===== src/logic/lth_params.svh =====
// Purpose: constants for the light threshold and data register block
// Assumes: 25 MHz system clock
// Notes: offsets are byte register addresses on the serial bus
// Overview of operation
// - A light result at or above the upper threshold raises the light flag and, in OR mode, the interrupt.
// - The upper threshold is bits 7..4 of register 0x06 as its low nibble and register 0x07 as its high byte.
// - After reset register 0x06 reads 0xf0 and register 0x07 reads 0xff.
// - Register 0x08 holds the 8-bit proximity result and ignores host writes.
// - All result registers refresh at the end of each conversion and read 0x00 after reset.
// - Light result bits 7..0 read at 0x09 and bits 11..8 in the low nibble of 0x0a.
// - The light result is twelve bits wide, bit 0 to bit 11.
// - Bit 1 of register 0x01 picks the low (0) or high (1) light range.
// - Every conversion integrates for a fixed 100 ms.
// - The device answers on the serial bus only at 7-bit address 0b1000100.
// - The lower threshold is register 0x05 plus bits 3..0 of 0x06; a result at or below it raises the light flag.
// - The light flag at bit 3 of register 0x02 stays set until the host writes a zero to it.
// - The flag rises only after 1, 4, 8 or 16 consecutive results outside the window, per a two-bit field.
// - Bit 0 of register 0x02 picks OR (0) or AND (1) of the two flags onto the open-drain interrupt pin.
`ifndef LTH_PARAMS_SVH
`define LTH_PARAMS_SVH

// ****************************************
// addresses and reset values
// ****************************************
`define LTH_I2C_ADDR 7'h44
`define LTH_ADDR_CFG 8'h01
`define LTH_ADDR_INTR 8'h02
`define LTH_ADDR_PROX_LO 8'h03
`define LTH_ADDR_PROX_HI 8'h04
`define LTH_ADDR_LT_LOW 8'h05
`define LTH_ADDR_NIBBLES 8'h06
`define LTH_ADDR_UT_HIGH 8'h07
`define LTH_ADDR_PROX 8'h08
`define LTH_ADDR_LIGHT_LO 8'h09
`define LTH_ADDR_LIGHT_HI 8'h0a
`define LTH_RST_ZERO 8'h00
`define LTH_RST_NIBBLES 8'hf0
`define LTH_RST_UT_HIGH 8'hff
`define LTH_RST_PROX_HI 8'hff

// ****************************************
// field positions
// ****************************************
`define LTH_CFG_RANGE 1
`define LTH_CFG_IRMODE 0
`define LTH_INT_CTRL 0
`define LTH_INT_LFLAG 3
`define LTH_INT_PFLAG 7

// ****************************************
// timing
// ****************************************
`define LTH_INTEG_MS 100
`define LTH_CLK_HZ 25000000
`define LTH_INTEG_CYCLES (`LTH_INTEG_MS * (`LTH_CLK_HZ / 1000))

`endif


===== src/logic/lth_pkg.sv =====
// Purpose: shared types of the light threshold block
// Assumes: nothing
// Notes: none
`default_nettype none
package lth_pkg;
    typedef enum logic [3:0] {
        LTH_IDLE,
        LTH_ADDR,
        LTH_ADDR_ACK,
        LTH_REG,
        LTH_REG_ACK,
        LTH_WDATA,
        LTH_WDATA_ACK,
        LTH_RDATA,
        LTH_RDATA_ACK
    } lth_i2c_state_e;
    typedef logic [1:0] lth_persist_t;
endpackage
`default_nettype wire


===== src/logic/lth_flt_if.sv =====
// Purpose: link between the register block and a persistence filter
// Assumes: one clock
// Notes: hit is a one-cycle pulse on conv_done
`timescale 1ns/1ps
`default_nettype none
interface lth_flt_if;
    import lth_pkg::*;
    logic conv_done;
    logic cond;
    lth_persist_t sel;
    logic hit;
    modport ctl (output conv_done, output cond, output sel, input hit);
    modport flt (input conv_done, input cond, input sel, output hit);
endinterface
`default_nettype wire


===== src/logic/lth_persist.sv =====
// Purpose: counts consecutive conversions that meet a condition
// Assumes: conv_done is a one-cycle pulse
// Notes: count holds once the needed number is reached
`timescale 1ns/1ps
`default_nettype none
module lth_persist
    import lth_pkg::*;
(
    // clock and reset
    input wire logic i_clk_sys,
    input wire logic i_rst_n,
    // filter link
    lth_flt_if.flt f
);
    logic [4:0] cnt_q;
    logic [4:0] cnt_d;
    logic [4:0] need;
    logic [4:0] inc;

    // ****************************************
    // count and hit
    // ****************************************
    always_comb begin
        unique case (f.sel)
            2'h0: need = 5'h01;
            2'h1: need = 5'h04;
            2'h2: need = 5'h08;
            2'h3: need = 5'h10;
        endcase
        inc = cnt_q + 5'h01;
        f.hit = f.conv_done && f.cond && (inc >= need);
        cnt_d = cnt_q;
        if (f.conv_done) begin
            if (!f.cond) begin
                cnt_d = 5'h00;
            end else if (inc < need) begin
                cnt_d = inc;
            end
        end
    end

    always_ff @(posedge i_clk_sys or negedge i_rst_n) begin
        if (!i_rst_n) begin
            cnt_q <= 5'h00;
        end else begin
            cnt_q <= cnt_d;
        end
    end
endmodule // lth_persist
`default_nettype wire


===== src/logic/lth_light_regs.sv =====
// Purpose: serial-bus register file, conversion timing and thresholds
// Assumes: front-end results are valid in the cycle o_conv_done is high
// Notes: open-drain pins use an active-low output enable
`timescale 1ns/1ps
`default_nettype none
`include "lth_params.svh"
module lth_light_regs
    import lth_pkg::*;
#(
    parameter int unsigned P_INTEG_CYCLES = `LTH_INTEG_CYCLES
) (
    // clock and reset
    input wire logic i_clk_sys,
    input wire logic i_arst_n,
    // serial bus
    input wire logic i_scl,
    input wire logic i_sda,
    output logic o_sda_out,
    output logic o_sda_oe_n,
    // analog front end
    input wire logic [11:0] i_light_adc,
    input wire logic [7:0] i_prox_adc,
    output logic o_conv_done,
    output logic o_light_range_high,
    output logic o_light_ir_mode,
    // interrupt pin
    output logic o_int_out,
    output logic o_int_oe_n
);
    logic rst_s1_q, rst_n;
    logic [2:0] scl_q, sda_q;
    logic scl_rise, scl_fall, bus_start, bus_stop;
    logic [21:0] tmr_q, tmr_d;
    logic conv_done;
    lth_i2c_state_e st_q, st_d;
    logic [3:0] cnt_q, cnt_d;
    logic [7:0] sh_q, sh_d, ptr_q, ptr_d, rd_byte;
    logic rw_q, rw_d, drv_q, drv_d, nack_q, nack_d, wr_en;
    logic [7:0] cfg_q, cfg_d, plo_q, plo_d, phi_q, phi_d;
    logic [7:0] ltl_q, ltl_d, nib_q, nib_d, uth_q, uth_d, prox_q, prox_d;
    logic [11:0] light_q, light_d, upper_thr, lower_thr;
    logic ictl_q, ictl_d, lflag_q, lflag_d, pflag_q, pflag_d;
    lth_persist_t lper_q, lper_d, pper_q, pper_d;
    logic int_q, int_d;
    lth_flt_if f_light ();
    lth_flt_if f_pset ();
    lth_flt_if f_pclr ();

    // ****************************************
    // reset release and pin synchronisers
    // ****************************************
    always_ff @(posedge i_clk_sys or negedge i_arst_n) begin
        if (!i_arst_n) begin
            rst_s1_q <= 1'b0;
            rst_n <= 1'b0;
        end else begin
            rst_s1_q <= 1'b1;
            rst_n <= rst_s1_q;
        end
    end

    always_ff @(posedge i_clk_sys or negedge rst_n) begin
        if (!rst_n) begin
            scl_q <= 3'h7;
            sda_q <= 3'h7;
        end else begin
            scl_q <= {scl_q[1:0], i_scl};
            sda_q <= {sda_q[1:0], i_sda};
        end
    end

    assign scl_rise = scl_q[1] && !scl_q[2];
    assign scl_fall = !scl_q[1] && scl_q[2];
    assign bus_start = scl_q[1] && scl_q[2] && !sda_q[1] && sda_q[2];
    assign bus_stop = scl_q[1] && scl_q[2] && sda_q[1] && !sda_q[2];

    // ****************************************
    // integration timer
    // ****************************************
    always_comb begin
        conv_done = (tmr_q == 22'(P_INTEG_CYCLES - 1));
        tmr_d = conv_done ? 22'h000000 : tmr_q + 22'h000001;
    end

    always_ff @(posedge i_clk_sys or negedge rst_n) begin
        if (!rst_n) begin
            tmr_q <= 22'h000000;
        end else begin
            tmr_q <= tmr_d;
        end
    end

    // ****************************************
    // serial target
    // ****************************************
    always_comb begin
        st_d = st_q;
        cnt_d = cnt_q;
        sh_d = sh_q;
        ptr_d = ptr_q;
        rw_d = rw_q;
        drv_d = drv_q;
        nack_d = nack_q;
        wr_en = 1'b0;
        if (bus_start) begin
            st_d = LTH_ADDR;
            cnt_d = 4'h0;
            drv_d = 1'b0;
        end else if (bus_stop) begin
            st_d = LTH_IDLE;
            drv_d = 1'b0;
        end else if (scl_rise) begin
            if (st_q == LTH_ADDR || st_q == LTH_REG || st_q == LTH_WDATA) begin
                sh_d = {sh_q[6:0], sda_q[1]};
                cnt_d = cnt_q + 4'h1;
            end else if (st_q == LTH_RDATA_ACK) begin
                nack_d = sda_q[1];
            end
        end else if (scl_fall) begin
            unique case (st_q)
                LTH_IDLE: begin
                    drv_d = 1'b0;
                end
                LTH_ADDR, LTH_REG, LTH_WDATA: begin
                    if (cnt_q == 4'h8) begin
                        drv_d = 1'b1;
                        if (st_q == LTH_ADDR) begin
                            if (sh_q[7:1] == `LTH_I2C_ADDR) begin
                                st_d = LTH_ADDR_ACK;
                                rw_d = sh_q[0];
                            end else begin
                                st_d = LTH_IDLE;
                                drv_d = 1'b0;
                            end
                        end else if (st_q == LTH_REG) begin
                            ptr_d = sh_q;
                            st_d = LTH_REG_ACK;
                        end else begin
                            wr_en = 1'b1;
                            ptr_d = ptr_q + 8'h01;
                            st_d = LTH_WDATA_ACK;
                        end
                    end
                end
                LTH_ADDR_ACK, LTH_RDATA_ACK: begin
                    if ((st_q == LTH_ADDR_ACK && rw_q) ||
                        (st_q == LTH_RDATA_ACK && !nack_q)) begin
                        st_d = LTH_RDATA;
                        sh_d = {rd_byte[6:0], 1'b0};
                        drv_d = !rd_byte[7];
                        cnt_d = 4'h1;
                    end else begin
                        st_d = (st_q == LTH_ADDR_ACK) ? LTH_REG : LTH_IDLE;
                        drv_d = 1'b0;
                        cnt_d = 4'h0;
                    end
                end
                LTH_REG_ACK, LTH_WDATA_ACK: begin
                    st_d = LTH_WDATA;
                    drv_d = 1'b0;
                    cnt_d = 4'h0;
                end
                LTH_RDATA: begin
                    if (cnt_q == 4'h8) begin
                        st_d = LTH_RDATA_ACK;
                        drv_d = 1'b0;
                        ptr_d = ptr_q + 8'h01;
                    end else begin
                        drv_d = !sh_q[7];
                        sh_d = {sh_q[6:0], 1'b0};
                        cnt_d = cnt_q + 4'h1;
                    end
                end
            endcase
        end
    end

    always_ff @(posedge i_clk_sys or negedge rst_n) begin
        if (!rst_n) begin
            st_q <= LTH_IDLE;
            cnt_q <= 4'h0;
            sh_q <= 8'h00;
            ptr_q <= 8'h00;
            rw_q <= 1'b0;
            drv_q <= 1'b0;
            nack_q <= 1'b1;
        end else begin
            st_q <= st_d;
            cnt_q <= cnt_d;
            sh_q <= sh_d;
            ptr_q <= ptr_d;
            rw_q <= rw_d;
            drv_q <= drv_d;
            nack_q <= nack_d;
        end
    end

    // ****************************************
    // read multiplexer
    // ****************************************
    always_comb begin
        unique case (ptr_q)
            `LTH_ADDR_CFG: rd_byte = cfg_q;
            `LTH_ADDR_INTR: rd_byte = {pflag_q, pper_q, 1'b0, lflag_q, lper_q,
                                      ictl_q};
            `LTH_ADDR_PROX_LO: rd_byte = plo_q;
            `LTH_ADDR_PROX_HI: rd_byte = phi_q;
            `LTH_ADDR_LT_LOW: rd_byte = ltl_q;
            `LTH_ADDR_NIBBLES: rd_byte = nib_q;
            `LTH_ADDR_UT_HIGH: rd_byte = uth_q;
            `LTH_ADDR_PROX: rd_byte = prox_q;
            `LTH_ADDR_LIGHT_LO: rd_byte = light_q[7:0];
            `LTH_ADDR_LIGHT_HI: rd_byte = {4'h0, light_q[11:8]};
            default: rd_byte = 8'h00;
        endcase
    end

    // ****************************************
    // thresholds and filters
    // ****************************************
    assign upper_thr = {uth_q, nib_q[7:4]};
    assign lower_thr = {nib_q[3:0], ltl_q};
    assign f_light.conv_done = conv_done;
    assign f_light.cond = (i_light_adc >= upper_thr) ||
                          (i_light_adc <= lower_thr);
    assign f_light.sel = lper_q;
    assign f_pset.conv_done = conv_done;
    assign f_pset.cond = (i_prox_adc >= phi_q);
    assign f_pset.sel = pper_q;
    assign f_pclr.conv_done = conv_done;
    assign f_pclr.cond = (i_prox_adc <= plo_q);
    assign f_pclr.sel = pper_q;

    lth_persist u_light (.i_clk_sys(i_clk_sys), .i_rst_n(rst_n), .f(f_light));
    lth_persist u_pset (.i_clk_sys(i_clk_sys), .i_rst_n(rst_n), .f(f_pset));
    lth_persist u_pclr (.i_clk_sys(i_clk_sys), .i_rst_n(rst_n), .f(f_pclr));

    // ****************************************
    // register file
    // ****************************************
    always_comb begin
        cfg_d = cfg_q;
        plo_d = plo_q;
        phi_d = phi_q;
        ltl_d = ltl_q;
        nib_d = nib_q;
        uth_d = uth_q;
        ictl_d = ictl_q;
        lper_d = lper_q;
        pper_d = pper_q;
        lflag_d = lflag_q;
        pflag_d = pflag_q;
        prox_d = prox_q;
        light_d = light_q;
        if (wr_en) begin
            unique case (ptr_q)
                `LTH_ADDR_CFG: cfg_d = sh_q;
                `LTH_ADDR_INTR: begin
                    ictl_d = sh_q[`LTH_INT_CTRL];
                    lper_d = sh_q[2:1];
                    pper_d = sh_q[6:5];
                    if (!sh_q[`LTH_INT_LFLAG]) begin
                        lflag_d = 1'b0;
                    end
                    if (!sh_q[`LTH_INT_PFLAG]) begin
                        pflag_d = 1'b0;
                    end
                end
                `LTH_ADDR_PROX_LO: plo_d = sh_q;
                `LTH_ADDR_PROX_HI: phi_d = sh_q;
                `LTH_ADDR_LT_LOW: ltl_d = sh_q;
                `LTH_ADDR_NIBBLES: nib_d = sh_q;
                `LTH_ADDR_UT_HIGH: uth_d = sh_q;
                default: begin
                    cfg_d = cfg_q; // result registers ignore writes
                end
            endcase
        end
        if (conv_done) begin
            prox_d = i_prox_adc;
            light_d = i_light_adc;
        end
        if (f_pclr.hit) begin
            pflag_d = 1'b0;
        end
        if (f_pset.hit) begin
            pflag_d = 1'b1;
        end
        if (f_light.hit) begin
            lflag_d = 1'b1; // set beats clear
        end
        int_d = ictl_d ? (lflag_d && pflag_d) : (lflag_d || pflag_d);
    end

    always_ff @(posedge i_clk_sys or negedge rst_n) begin
        if (!rst_n) begin
            cfg_q <= `LTH_RST_ZERO;
            plo_q <= `LTH_RST_ZERO;
            phi_q <= `LTH_RST_PROX_HI;
            ltl_q <= `LTH_RST_ZERO;
            nib_q <= `LTH_RST_NIBBLES;
            uth_q <= `LTH_RST_UT_HIGH;
            ictl_q <= 1'b0;
            lper_q <= 2'h0;
            pper_q <= 2'h0;
            lflag_q <= 1'b0;
            pflag_q <= 1'b0;
            prox_q <= `LTH_RST_ZERO;
            light_q <= 12'h000;
            int_q <= 1'b0;
        end else begin
            cfg_q <= cfg_d;
            plo_q <= plo_d;
            phi_q <= phi_d;
            ltl_q <= ltl_d;
            nib_q <= nib_d;
            uth_q <= uth_d;
            ictl_q <= ictl_d;
            lper_q <= lper_d;
            pper_q <= pper_d;
            lflag_q <= lflag_d;
            pflag_q <= pflag_d;
            prox_q <= prox_d;
            light_q <= light_d;
            int_q <= int_d;
        end
    end

    assign o_sda_out = 1'b0;
    assign o_sda_oe_n = !drv_q;
    assign o_int_out = 1'b0;
    assign o_int_oe_n = !int_q;
    assign o_conv_done = conv_done;
    assign o_light_range_high = cfg_q[`LTH_CFG_RANGE];
    assign o_light_ir_mode = cfg_q[`LTH_CFG_IRMODE];
endmodule // lth_light_regs
`default_nettype wire


===== config.mk =====
export PLATFORM = sky130hd
export DESIGN_NAME = lth_light_regs
export DESIGN_NICKNAME = d
export VERILOG_FILES = /design/src/logic/lth_pkg.sv /design/src/logic/lth_flt_if.sv /design/src/logic/lth_persist.sv /design/src/logic/lth_light_regs.sv
export VERILOG_INCLUDE_DIRS = /design/src /design/src/logic
export SDC_FILE = /design/constraint.sdc
export NUM_CORES = 1
export LEC_CHECK = 0
export ABC_CLOCK_PERIOD_IN_PS = 7600
export BUFFER_PORTS_ARGS = -buffer_cell sky130_fd_sc_hd__buf_4
export CORE_ASPECT_RATIO = 0.8
export CORE_UTILIZATION = 40
export DETAILED_ROUTE_END_ITERATION = 16
export REMOVE_ABC_BUFFERS = 1
export SLEW_MARGIN = 20
export SYNTH_ARGS = -nofsm -noshare
export SYNTH_HDL_FRONTEND = slang
export SYNTH_SLANG_ARGS = --single-unit

===== constraint.sdc =====
create_clock -name i_clk_sys -period 7.6 [get_ports i_clk_sys]
set_clock_uncertainty 0.2 [all_clocks]
set_input_delay 1.52 -clock i_clk_sys [delete_from_list [all_inputs] [get_ports i_clk_sys]]
set_output_delay 1.52 -clock i_clk_sys [all_outputs]
set_load 0.005 [all_outputs]

# After elaboration in Yosys (flattened, before gate mapping)
# Cells that the tools add are included.
[classes] add_sub_neg=6 multipliers=0 n_div=0 bitwise=4 n_eq_ne=42 muxes=71 magnitude_cmp=10 n_reduce_logical=61 n_shift=0
[op_table] operator="$pmux 8 s10" count=1
[op_table] operator="$mux 8" count=9
[op_table] operator="$mux 4" count=13
[op_table] operator="$pmux 5 s4" count=2
[op_table] operator="$eq 8x3->1 const B" count=4
[op_table] operator="$pmux 8 s2" count=2
[op_table] operator="$mux 1" count=30
[op_table] operator="$mux 5" count=6
[op_table] operator="$eq 8x4->1 const B" count=3
[op_table] operator="$add 22x1->22 const B" count=1
[op_table] operator="$eq 22x22->1 const B" count=1
[op_table] operator="$mux 22" count=1
[op_table] operator="$reduce_and 2->1" count=10
[op_table] operator="$eq 4x3->1 const B" count=4
[op_table] operator="$eq 8x2->1 const B" count=2
[op_table] operator="$logic_and 1x1->1" count=16
[op_table] operator="$pmux 4 s4" count=1
[op_table] operator="$reduce_and 8->1" count=2
[op_table] operator="$add 5x1->5 const B" count=3
[op_table] operator="$ge 5x5->1" count=3
[op_table] operator="$lt 5x5->1" count=3
[op_table] operator="$reduce_and 5->1" count=3
[op_table] operator="$ne 2x2->1 const B" count=7
[op_table] operator="$ge 12x12->1" count=1
[op_table] operator="33 further kinds" count=66
[word_totals] in_bits=24 memories=0 latchBits=0 elab_cells=223 ram_bits=0 rom_bits=0 ff_bits=148

# Logic depth before layout (Yosys ltp)
# Gate-level depths: netlist of run 1.
[logic_depth] depth_word=14 ltp_mapped=11 depth_no_buf=10

# By module
# Synthesis of run 1 repeated with hierarchy kept, for this count alone.
[hier_totals] hier_cells=907 hier_area_um2=8917.3
[by_module_without_submodules] module="lth_light_regs" area_per_inst_um2=7558.5 seq_area_each_um2=3362.0 cells_per_inst=760 n_inst=1
[by_module_without_submodules] module="lth_persist" area_per_inst_um2=452.9 seq_area_each_um2=125.1 cells_per_inst=49 n_inst=3

# Worst setup path before layout of run 1
# OpenSTA, ideal clock, no wires.
[synth_timing] path_type="in2reg" startpoint="input i_light_adc[0]" endpoint="register u_light.cnt_q[0]" required_time_ps=7275 path_slack_ps=4062 path_stages=9 path_buffers=0 setup_ps=125 arrival_ps=3214 path_cell_list="inv_1 > ha_1 > nand2b_1 > a21o_1 > a211o_1 > o2111ai_1 > and4_1 > o21ai_0 > mux2_2"
[synth_between] elab_chain_cells=4 word_cells_on_any_way=6 cone_classes="2 x order compare; 1 x eq/ne; 1 x mux; 2 x reduce/logical"
[synth_lines] element="start: declaration" line_no="lth_light_regs.sv:21" rtl="input wire logic [11:0] i_light_adc,"
[synth_lines] element="$ge 12x12->1 / $le 12x12->1 (equally long branches)" line_no="lth_light_regs.sv:224, lth_light_regs.sv:225"
[synth_lines] element="$logic_or 1x1->1 (*)" line_no="lth_light_regs.sv:224" rtl="assign f_light.cond = (i_light_adc >= upper_thr) ||"
[synth_lines] element="$ne 2x2->1 (no line)"
[synth_lines] element="$reduce_and 2->1 (no line)"
[synth_lines] element="end signal: assignment" line_no="lth_persist.sv:46" rtl="cnt_q <= cnt_d;"
[synth_lines] element="end: declaration" line_no="lth_persist.sv:15" rtl="logic [4:0] cnt_q;"
# Every way passes the cells marked *; elsewhere a longest branch is shown, timed or not.
# A chain may end at the register's enable or synchronous reset.

# Final worst setup path of run 1
[layout_timing] startpoint="register tmr_q[11]" endpoint="output o_conv_done"
[layout_between] elab_chain_cells=1
[layout_lines] element="start: declaration" line_no="lth_light_regs.sv:33" rtl="logic [21:0] tmr_q, tmr_d;"
[layout_lines] element="start signal: assignment" line_no="lth_light_regs.sv:89" rtl="tmr_q <= tmr_d;"
[layout_lines] element="$eq 22x22->1" line_no="lth_light_regs.sv:81" rtl="conv_done = (tmr_q == 22'(P_INTEG_CYCLES - 1));"
[layout_lines] element="end: declaration" line_no="lth_light_regs.sv:23" rtl="output logic o_conv_done,"
# No other way between the ends.

==> metrics.md, run 1 <==
| Metric | Value |
|---|---|
| EDFF count, synth | 0 |
| Final hold viol count | 0 |
| Starting Density | 41.2% |
| CTS Hold Buffers Added | 0 |
| Worst endpoint required time | 5.88 ns |
| Post-synth top area share | between 30% and 40% |
| CTS tree | yes |
| Commonest non-fill, non-tap cell in the layout | nand2_1 |
| Vias in the first global route | 6341 |
| Layout cells sized above 1 | 15.1% |
| P per Cell Area | 195 nW/um2 |
| IO Pins | 31 |
| Number of diodes | 0 |
| Routed Antenna Nets | 0 |
| Startpoint Class | flip-flop |
| Worst path cell trace | nor4b_1, nand4_1, or4_1, inv_1, buf_4 |
| DRC Markers | 1 |
| Most frequent cells in the layout | nand2_1, dfrtp_1, ha_1, o21ai_0, nor2_1 |
| Max transition margin | 33.3% |
| Antenna violations before repair | 0 |
| Cell row count | 47 |
| Fin worst setup slack | around 3.5 ns |
| Vias per cell | between 5 and 6 |
| Worst hold path class | reg2async |
| # nets final | 1017 |
| GRT busiest layer | met1 |
| Tightest Pin Transition | 0.998 ns |
| Synth Area in Compound Gates | between 15 and 20% |
| Area grow syn2layout | 11.8% |
| Largest net degree at the start of global routing | 76 |
| GRT met1 Usage | between 30% and 40% |
| Htree depth | 4 |
| Failing checks | design-rule violations |
| Cell variety after synth | 72 |
| Worst Path Arrival | roughly 2.4 ns |
| Multiplexer area fraction after synthesis | approximately 4.8% |
| Adder-cell area share of the yosys netlist | a little under a tenth |
| Via count | 6801 |
| Final instance area | 9650 um2 |
| Worst-path maximum fanout | 5 |
| Post-Synth XOR/XNOR Area | 3.04% |
| Area occupied by multi-input gates | 4490 um2 |
| Post-synthesis simple-gate area fraction | 18.0% |
| Worst hold slack | roughly 0.11 ns |
| Post-Syn Instances | 915 |
| Yosys warning total | 0 |
| Maximum VDD drop | 0.0896 mV |
| GRT met3 Usage | roughly 3.1% |
| Drt total wl | 22.8 mm |
| Final Core Density | between 40% and 50% |
| GRT Util Overall | between 20 and 25% |
| CP peak stage delay | 0.66 ns |
| Post-cts sizing count | 0 |
| Top cells by area, synth | dfrtp_1, ha_1, dfstp_2 |
| Post-DP Area | around 9000 um2 |
| Dpl hpwl | 16.4 mm |
| Wire length of the first global-routing pass | 36.3 mm |
| Post-CTS Setup Bufs | 0 |
| Root Buffer Master | clkbuf_16 |
| Clock Sinks | 148 |
| GPL Wtd Cong | about 0.9 |
| Routing usage on met2 | 28.8% |
| PortBufs | 28 |
| Mapped Avg Cell Area | approximately 9.4 um2 |
| Peak Freq | approximately 240 MHz |
| Die area | approximately 22000 um2 |
| CP Capture Type | output pin |
| DRT Pass-1 Iters | 13 |
| Total negative slack | 0 ns |
| Clk slew on worst S/H paths | 0.07 ns |
| Sequential share of the synthesized area | between 40% and 50% |
| Crit Path Class | reg2out |
| Clk Latency, worst-skew pair | around 0.44 ns |
| Pleak | 0.00424 uW |
| Aggregate global routing overflow | 0 |
| Largest family of logic cells by synthesized area | simple AND/OR/NAND/NOR gates |
| Number of max-cap violations | 0 |
| Core area | around 21000 um2 |
| Pre-CTS WS | between 3 and 4 ns |
| Routed len/inst | 18.8 um |
| FF/Latch Area | 3740 um2 |
| Num CTS Buffers | 17 |
| # setup viols final | 0 |
| Number of fill cells | 2032 |
| Synth area leader | dfrtp_1 |
| Final min period | approximately 4.1 ns |
| Max-slew violations | 0 |
| Synth Register Bits | 148 |
| Synth async-reset ratio | 100% |
| Cell Area, Synth | roughly 8600 um2 |
| RSZ-0062 raised after global routing | false |
| Die H | roughly 130 um |
| Initial drt markers | between 600 and 700 |
| Synth Flop Type | dfrtp_1 |
| Period Utilization, post-route | 53.7% |
| CP max-delay cell | or4_1 |
| Die W | 166 um |
| Outcome | finished, violations left |
| Max clock buf depth | 2 |
[sequential cells by signal, summed over array words and instances (netlist names), 8 cells and up]
| signal | flops |
|---|---|
| prox_q | 8 |
| nib_q | 8 |
| ltl_q | 8 |
| uth_q | 8 |
| light_q | 12 |
| cfg_q | 8 |
| tmr_q | 22 |
| ptr_q | 8 |
| plo_q | 8 |
| phi_q | 8 |
| sh_q | 8 |
[critical path: cells and delay by family (launching register included)]
kind	cells	cell delay (ns)
and+or+nand+nor	3	1.30
DFF	1	0.43
buffers and inverters	2	0.19
[metal layers]
metal / routed length (um) / share of wire, %
met1: 11700 / 52
met2: 9050 / 40
met3: 1680 / 7.4
met4: 289 / 1.3
met5: 0 / 0
[where the power goes]
group	internal, uW	switching, uW
registers	812	84.4
logic	49.7	66.0
clock network	494	379
[cell usage after synthesis (all sizes together) (9+ instances only)]
| cell | n |
|---|---|
| nand2 | 122 |
| dfrtp | 121 |
| o21ai | 72 |
| ha | 65 |
| nor2 | 61 |
| inv | 60 |
| a21oi | 50 |
| mux2 | 33 |
| nand3 | 32 |
| dfstp | 27 |
| buf | 21 |
| clkbuf | 19 |
| xnor2 | 19 |
| nor3 | 12 |
| a22oi | 11 |
| nand2b | 11 |
| xor2 | 11 |
| a21o | 10 |
| o22ai | 9 |
[logic make-up (layout without fill, tap and decap cells)]
group / count (synthesis) / count (layout)
simple gates: 312 / 312
compound gates: 220 / 220
flops: 148 / 148
buf+inv: 100 / 125
fa+ha+maj: 66 / 66
mux: 37 / 37
xor+xnor: 30 / 30
other cells: 2 / 3
[final cells by class]
class	count	share of cell area [%]
sequential	148	38.8
clock buffer	17	4.41
timing repair buffer	33	2.70
clock inverter	15	1.78
multi-input combinational	668	46.5
inverter	60	2.33
tap	269	3.49
[final timing paths]
check                           from          end  slack [ns]  depth (start not counted)
min                            rst_n     tmr_q[4]        0.11                          0
min in group i_clk_sys      sda_q[0]     sda_q[1]        0.14                          0
min reg2reg                    rst_n     tmr_q[4]        0.11                          0
max                        tmr_q[11]  o_conv_done        3.52                          5
max in group asynchronous      rst_n     ptr_q[4]        5.53                          2
max reg2reg                 ptr_q[3]     ltl_q[0]        4.20                          5
[metrics by stage]
stage / total power, uW / std cells
2_1_floorplan: 943 / 876
3_3_place_gp: 1020 / 1177
3_5_place_dp: 1020 / 1177
4_1_cts: 1890 / 1209
5_1_grt: 1950 / 1210
6_report: 1890 / 1210
Power figures use the tool's default switching activity.
==> run 2: changes to the inputs <==
--- a/config.mk
+++ b/config.mk
@@ -6,7 +6,8 @@
 export SDC_FILE = /design/constraint.sdc
 export NUM_CORES = 1
 export LEC_CHECK = 0
-export ABC_CLOCK_PERIOD_IN_PS = 7600
+export ABC_AREA = 1
+export ABC_CLOCK_PERIOD_IN_PS = 3800
 export BUFFER_PORTS_ARGS = -buffer_cell sky130_fd_sc_hd__buf_4
 export CORE_ASPECT_RATIO = 0.8
 export CORE_UTILIZATION = 40
==> constraint.sdc (replaced) <==
create_clock -name i_clk_sys -period 3.8 [get_ports i_clk_sys]
set_clock_uncertainty 0.2 [all_clocks]
set_input_delay 0.76 -clock i_clk_sys [delete_from_list [all_inputs] [get_ports i_clk_sys]]
set_output_delay 0.76 -clock i_clk_sys [all_outputs]
set_load 0.005 [all_outputs]
==> run 2 against run 1 <==
Net effect:
- synthesized cell count up 35%
- first-iteration DRC count up 6.9%
- critical endpoint unchanged
- sequential cell count unchanged
- sequential share of layout area down 3.2 points
- global-route usage down 0.27 points
- die area up 8.6%
- clock power up 120%
- worst hold slack better by 0.044 ns
- area after synthesis up 8.7%
- non-clock buffer count down 1
- sequential power up 100%
- cell area up 9.1%
- the flow now finishes without violations
==> metrics.md, run 2 <==
| Metric | Value |
|---|---|
| Root Buffer Master | clkbuf_16 |
| Peak Freq | 341 MHz |
| Max transition margin | 36.4% (+3.2 points) |
| Maximum VDD drop | 0.348 mV (+290%) |
| DRC Markers | 0 (-1) |
| Drt total wl | 24.2 mm (+6.2%) |
| Cell variety after synth | 49 (-32%) |
| Startpoint Class | flip-flop |
| RSZ-0062 raised after global routing | false |
| # setup viols final | 0 (unchanged) |
| Crit Path Class | reg2out |
| Htree depth | 4 (unchanged) |
| PortBufs | 28 (unchanged) |
| Max FFs per register | 22 (unchanged) |
| Area grow syn2layout | 12.2% |
| Number of max-cap violations | 0 (unchanged) |
| Via count | 7861 (+16%) |
| Top cells by area, synth | dfrtp_1, nand2_1, ha_1 |
| Top Registers | tmr_q x22, light_q x12 |
| DRT Pass-1 Iters | 7 (-6) |
| Number of diodes | 0 (unchanged) |
| Commonest non-fill, non-tap cell in the layout | nand2_1 |
| Wire length of the first global-routing pass | 39.6 mm (+9.0%) |
| Worst hold path class | reg2reg |
| Cell Area, Synth | 9380 um2 (+8.7%) |
| CTS tree | yes |
| Cell mode on critical path | nor2_4 |
| Period Utilization, post-route | about 77% |
| Dpl hpwl | 17.8 mm (+8.3%) |
| Sequential share of the synthesized area | 39.8% (-3.5 points) |
| Die area | 24100 um2 (+8.6%) |
| Most frequent cells in the layout | nand2_1, inv_1, dfrtp_1, nor2_1, ha_1 |
| Post-Syn Instances | 1234 (+35%) |
| Final hold viol count | 0 (unchanged) |
| Synth Register Bits | 148 (unchanged) |
| Tightest Pin Transition | 0.950 ns (-0.0477 ns) |
| Yosys warning total | 0 (unchanged) |
| Most frequent cell after synthesis | nand2_1 |
| # nets final | 1354 (+33%) |
| Die H | 139 um (+4.2%) |
| Synth async-reset ratio | 100% (unchanged) |
| Starting Density | 41.2% (about the same) |
| Vias in the first global route | 7353 (+16%) |
| P per Cell Area | 431 nW/um2 (+120%) |
| Outcome | completed |
| Initial drt markers | 669 (+6.9%) |
| Num CTS Buffers | 17 (unchanged) |
| Clk Latency, worst-skew pair | 0.44 ns (about the same) |
| Routed Antenna Nets | 0 (unchanged) |
| Cell row count | 49 (+4.3%) |
| Routed len/inst | 15.3 um (-19%) |
| Max clock buf depth | 2 (unchanged) |
| IO Pins | 31 (unchanged) |
| Antenna violations before repair | 0 (unchanged) |
| Clock Sinks | 148 (unchanged) |
| CP Capture Type | output pin |
| Worst Path Arrival | 1.98 ns (-0.38 ns) |
| CP max-delay cell | dfrtp_1 |
| Die W | 173 um (+4.2%) |
| Top Family by Delay on Critical Path | simple AND/OR/NAND/NOR gates |
| Clk slew on worst S/H paths | 0.07 ns (about the same) |
| Pleak | 0.00517 uW (+22%) |
| Worst-path maximum fanout | 8 (+3) |
| Synth Flop Type | dfrtp_1 |
| EDFF count, synth | 0 (unchanged) |
| CP peak stage delay | 0.37 ns (-0.29 ns) |
| GPL Wtd Cong | 0.856 (-5.6%) |
| Largest net degree at the start of global routing | 62 (-18%) |
| Post-CTS Setup Bufs | 0 (unchanged) |
| Core area | 22700 um2 (+8.6%) |
| Final Core Density | 46.3% (+0.19 points) |
| Vias per cell | 4.96 (-12%) |
| Worst endpoint required time | 2.84 ns (-3.04 ns) |
| Mapped Avg Cell Area | 7.60 um2 (-19%) |
| Final min period | ~2.9 ns |
| WP buf/inv | 1 (-1) |
| Synth area leader | dfrtp_1 |
| Worst path cell trace | ha_1, nand2_1, nor2_4, nand3_1, nor2_4, buf_4 |
| Post-synth top area share | 32.3% (-2.8 points) |
| Max-slew violations | 0 (unchanged) |
| Aggregate global routing overflow | 0 (unchanged) |
| GRT Util Overall | 21.2% (-0.27 points) |
| Total negative slack | 0 ns (unchanged) |
| Layout cells sized above 1 | 13.3% (-1.8 points) |
| Most flops, register | tmr_q |
| Post-synth top cells | nand2_1, inv_1, dfrtp_1 |
## run 2: final timing paths
check / from / end / slack [ns] / cells after the start
max: tmr_q[0] / o_conv_done / 0.86 / 6
min: rst_s1_q / rst_n / 0.15 / 0
max reg2reg: tmr_q[0] / prox_q[0] / 1.29 / 8
min reg2reg: rst_s1_q / rst_n / 0.15 / 0
max in group asynchronous: rst_n / phi_q[1] / 2.15 / 1
min in group asynchronous: rst_n / light_q[10] / 0.25 / 0
## run 2: layout make-up
class | instances | area, um2
Multi-Input combinational cell | 902 | 4870
Fill cell | 2285 | 12200
Tap cell | 306 | 383
Clock inverter | 14 | 223
Timing Repair Buffer | 32 | 255
Inverter | 164 | 618
Sequential cell | 148 | 3740
Clock buffer | 18 | 439
## run 2: per-layer routing
metal | part of all wire, % | up-vias | track usage (%)
met5 | 0 | - | 0
met3 | 4.5 | 38 | 3.15
li1 | - | 4013 | -
met4 | 2.0 | 0 | 7.87
met1 | 50 | 3630 | 31.0
met2 | 43 | 180 | 31.6
## run 2: repair_timing
| item | CTS | global route |
|---|---|---|
| gates resized for setup | 0 | 0 |
| endpoints found under the hold margin | 2 | 0 |
| hold buffers | 1 | 0 |
## run 2: logic make-up (layout without fill, tap and decap cells)
logic type | count (synthesis) | count (layout) | share of synthesized area (%)
AO/OA/AOI/OAI | 162 | 162 | 9.50
buffers and inverters | 185 | 228 | 8.34
flip-flops | 148 | 148 | 39.8
other | 2 | 3 | 0.0801
adder cells (fa/ha/maj) | 65 | 65 | 8.67
AND/OR/NAND/NOR | 656 | 656 | 32.1
XOR/XNOR | 16 | 16 | 1.49
## run 2: stage by stage
stage	area [um2]	hold WS (ns)	setup WS (ns)	std cells	total power, uW
floorplan	9220	0.131	-0.782	1214	2320
global placement	9860	0.136	1.11	1551	2620
finish	10500	0.153	0.864	1584	4530
global route	10500	0.158	0.787	1584	4740
CTS	10500	0.156	0.878	1584	4560
detailed placement	9860	0.142	1.11	1551	2630
## run 2: report_power, final
part | switching, uW | total [uW] | internal (uW)
logic | 600 | 825 | 225
registers | 116 | 1790 | 1670
clock network | 728 | 1920 | 1190
==> run 3: changes to the inputs <==
--- a/config.mk
+++ b/config.mk
@@ -7,7 +7,7 @@
 export NUM_CORES = 1
 export LEC_CHECK = 0
 export ABC_AREA = 1
-export ABC_CLOCK_PERIOD_IN_PS = 3800
+export ABC_CLOCK_PERIOD_IN_PS = 2750
 export BUFFER_PORTS_ARGS = -buffer_cell sky130_fd_sc_hd__buf_4
 export CORE_ASPECT_RATIO = 0.8
 export CORE_UTILIZATION = 40
==> constraint.sdc (replaced) <==
create_clock -name i_clk_sys -period 2.75 [get_ports i_clk_sys]
set_clock_uncertainty 0.2 [all_clocks]
set_input_delay 0.55 -clock i_clk_sys [delete_from_list [all_inputs] [get_ports i_clk_sys]]
set_output_delay 0.55 -clock i_clk_sys [all_outputs]
set_load 0.005 [all_outputs]
==> run 3 against run 2 <==
Net effect:
- global-route usage increased by 0.19 points
- register-to-register slack got worse by 0.98 ns
- die area unchanged
- first-iteration DRC count increased by 7.0%
- wire length increased by 1.0%
- combinational power increased by 44%
- critical path type unchanged
- sequential power increased by 37%
==> metrics.md, run 3 (same netlist as run 2, synthesis figures left out) <==
| Metric | Value |
|---|---|
| Clk Latency, worst-skew pair | 0.44 ns (about the same) |
| Hold Crit Depth | 1 (+1) |
| Placed Cells incl. Taps | 1557 (+0.39%) |
| Vias in the first global route | 7512 (+2.2%) |
| Area grow syn2layout | 12.4% |
| GRT Util Overall | 21.4% (+0.19 points) |
| Worst hold slack | 0.0214 ns (-0.131 ns) |
| Area occupied by multi-input gates | 4870 um2 (unchanged) |
| Number of max-cap violations | 0 (unchanged) |
| Starting Density | 41.2% (unchanged) |
| # nets final | 1362 (+0.59%) |
| Routed Antenna Nets | 0 (unchanged) |
| Root Buffer Master | clkbuf_16 |
| # setup viols final | 0 (unchanged) |
| Largest net degree at the start of global routing | 82 (+32%) |
| Crit Path Class | reg2out |
| Outcome | completed |
| Dpl hpwl | 18.0 mm (+1.2%) |
| Max FFs per register | 22 (unchanged) |
| Most flops, register | tmr_q |
| Clock power share | 39.2% (-3.2 points) |
| Number of fill cells | 2294 (+0.39%) |
| R2r worst-path depth | 9 (+1) |
| Final Core Density | 46.4% (+0.061 points) |
| Worst r2r src | scl_q[2] |
| Worst path cell trace | ha_1, nand2_1, nor2_4, nand3_1, nor2_4, buf_4 |
| Vias per cell | 4.97 (+0.11%) |
| Pleak | 0.00518 uW (+0.19%) |
| Worst hold path class | in2reg |
| PortBufs | 28 (unchanged) |
| IO Pins | 31 (unchanged) |
| Aggregate global routing overflow | 0 (unchanged) |
| RSZ-0062 raised after global routing | false |
| Via count | 7919 (+0.74%) |
| Antenna violations before repair | 1 (+1) |
| Most frequent cells in the layout | nand2_1, inv_1, dfrtp_1, nor2_1, ha_1 |
| CTS tree | yes |
| Max transition margin | 59.3% (+23 points) |
| R2r endpoint | plo_q[5] |
| Fin cells | 1594 (+0.63%) |
| GPL Wtd Cong | 0.877 (+2.5%) |
| Worst endpoint required time | 2.00 ns (-0.84 ns) |
| Max-slew violations | 0 (unchanged) |
| Cell row count | 49 (unchanged) |
| Die W | 173 um (unchanged) |
| Num CTS Buffers | 17 (unchanged) |
| Commonest non-fill, non-tap cell in the layout | nand2_1 |
| Design Power | 5990 uW (+32%) |
| CP peak stage delay | 0.37 ns (about the same) |
| Die area | 24100 um2 (unchanged) |
| Clk slew on worst S/H paths | 0.06 ns (about the same) |
| Internal | 4060 uW (+31%) |
| Layout cells sized above 1 | 13.5% (+0.23 points) |
| Wire length of the first global-routing pass | 40.2 mm (+1.5%) |
| Max clock buf depth | 2 (unchanged) |
| Clock Sinks | 148 (unchanged) |
| Startpoint Class | flip-flop |
| Cell mode on critical path | nor2_4 |
| Gate power share | 19.9% (+1.7 points) |
| Final hold viol count | 0 (unchanged) |
| Core area | 22700 um2 (unchanged) |
| Worst Path Arrival | 1.83 ns (-0.15 ns) |
| Die H | 139 um (unchanged) |
| Sw Pwr | 1930 uW (+34%) |
| WP buf/inv | 1 (unchanged) |
| Post-DP Area | 9930 um2 (+0.71%) |
| Routed len/inst | 15.3 um (+0.38%) |
| Final instance area | 10500 um2 (+0.13%) |
| Htree depth | 4 (unchanged) |
| CP max-delay cell | dfrtp_1 |
| Worst-path maximum fanout | 4 (-4) |
| R2r setup slk | 0.31 ns (-0.98 ns) |
| Top Family by Delay on Critical Path | simple AND/OR/NAND/NOR gates |
| Top Registers | tmr_q x22, light_q x12 |
| DRT Pass-1 Iters | 5 (-2) |
| HP Start | i_sda |
| Net Sw Frac | 32.3% (+0.45 points) |
| P per Cell Area | 568 nW/um2 (+32%) |
| FF/Latch Area | 3740 um2 (unchanged) |
| Peak Freq | 388 MHz |
| Initial drt markers | 716 (+7.0%) |
| Sequential power share | 40.9% (+1.5 points) |
| Maximum VDD drop | 0.418 mV (+20%) |
| CP Depth | 6 (unchanged) |
| Period Utilization, post-route | 93.8% |
| WHS Endpoint | sda_q[0] |
| Tightest Pin Transition | 0.609 ns (-0.340 ns) |
| Final min period | 2.58 ns |
| DRC Markers | 0 (unchanged) |
| Drt total wl | 24.4 mm (+1.0%) |
| CP Capture Type | output pin |
run 3: power groups by stage:
stage | logic (uW) | registers (uW) | clock network (uW)
finish | 1190 | 2450 | 2350
global route | 1320 | 2470 | 2480
CTS | 1180 | 2450 | 2390
detailed placement | 1170 | 2490 | 0
global placement | 1160 | 2490 | 0
floorplan | 729 | 2470 | 0
run 3: through the flow:
stage / worst slack [ns] / TNS [ns]
floorplan: -1.83 / -237.07
global placement: 0.288 / 0
detailed placement: 0.262 / 0
CTS: 0.159 / 0
global route: 0.0216 / 0
finish: 0.171 / 0
run 3: final cells by class:
cell class | count | area share, %
clock inverters | 9 | 0.997
well taps | 306 | 3.63
flip-flops and latches | 148 | 35.5
inverters | 164 | 5.86
multi-input cells | 902 | 46.2
repair buffers | 40 | 3.25
diodes | 2 | 0.0475
clock buffers | 23 | 4.53
run 3: timing repair:
action | CTS | global route
buffers inserted | 1 | 0
hold buffers | 2 | 0
endpoints found under the hold margin | 9 | 0
gates resized for setup | 0 | 0
setup endpoints to repair | 1 | 0
run 3: metal layers:
layer | part of all wire, % | vias to the layer above | track usage [%]
met5 | 0 | - | 0
met2 | 44 | 195 | 32.9
met3 | 4.9 | 25 | 4.00
met4 | 1.4 | 0 | 6.43
li1 | - | 4034 | -
met1 | 50 | 3665 | 30.5
run 3: worst max-delay path by stage:
| stage | start | slack [ns] | to |
|---|---|---|---|
| floorplan | rst_n | -1.83 | cfg_q[0] |
| global placement | i_prox_adc[5] | 0.29 | u_pset.cnt_q[2] |
| detailed placement | i_prox_adc[5] | 0.26 | u_pset.cnt_q[1] |
| CTS | tmr_q[0] | 0.16 | o_conv_done |
| global route | tmr_q[16] | 0.02 | o_conv_done |
| finish | tmr_q[0] | 0.17 | o_conv_done |
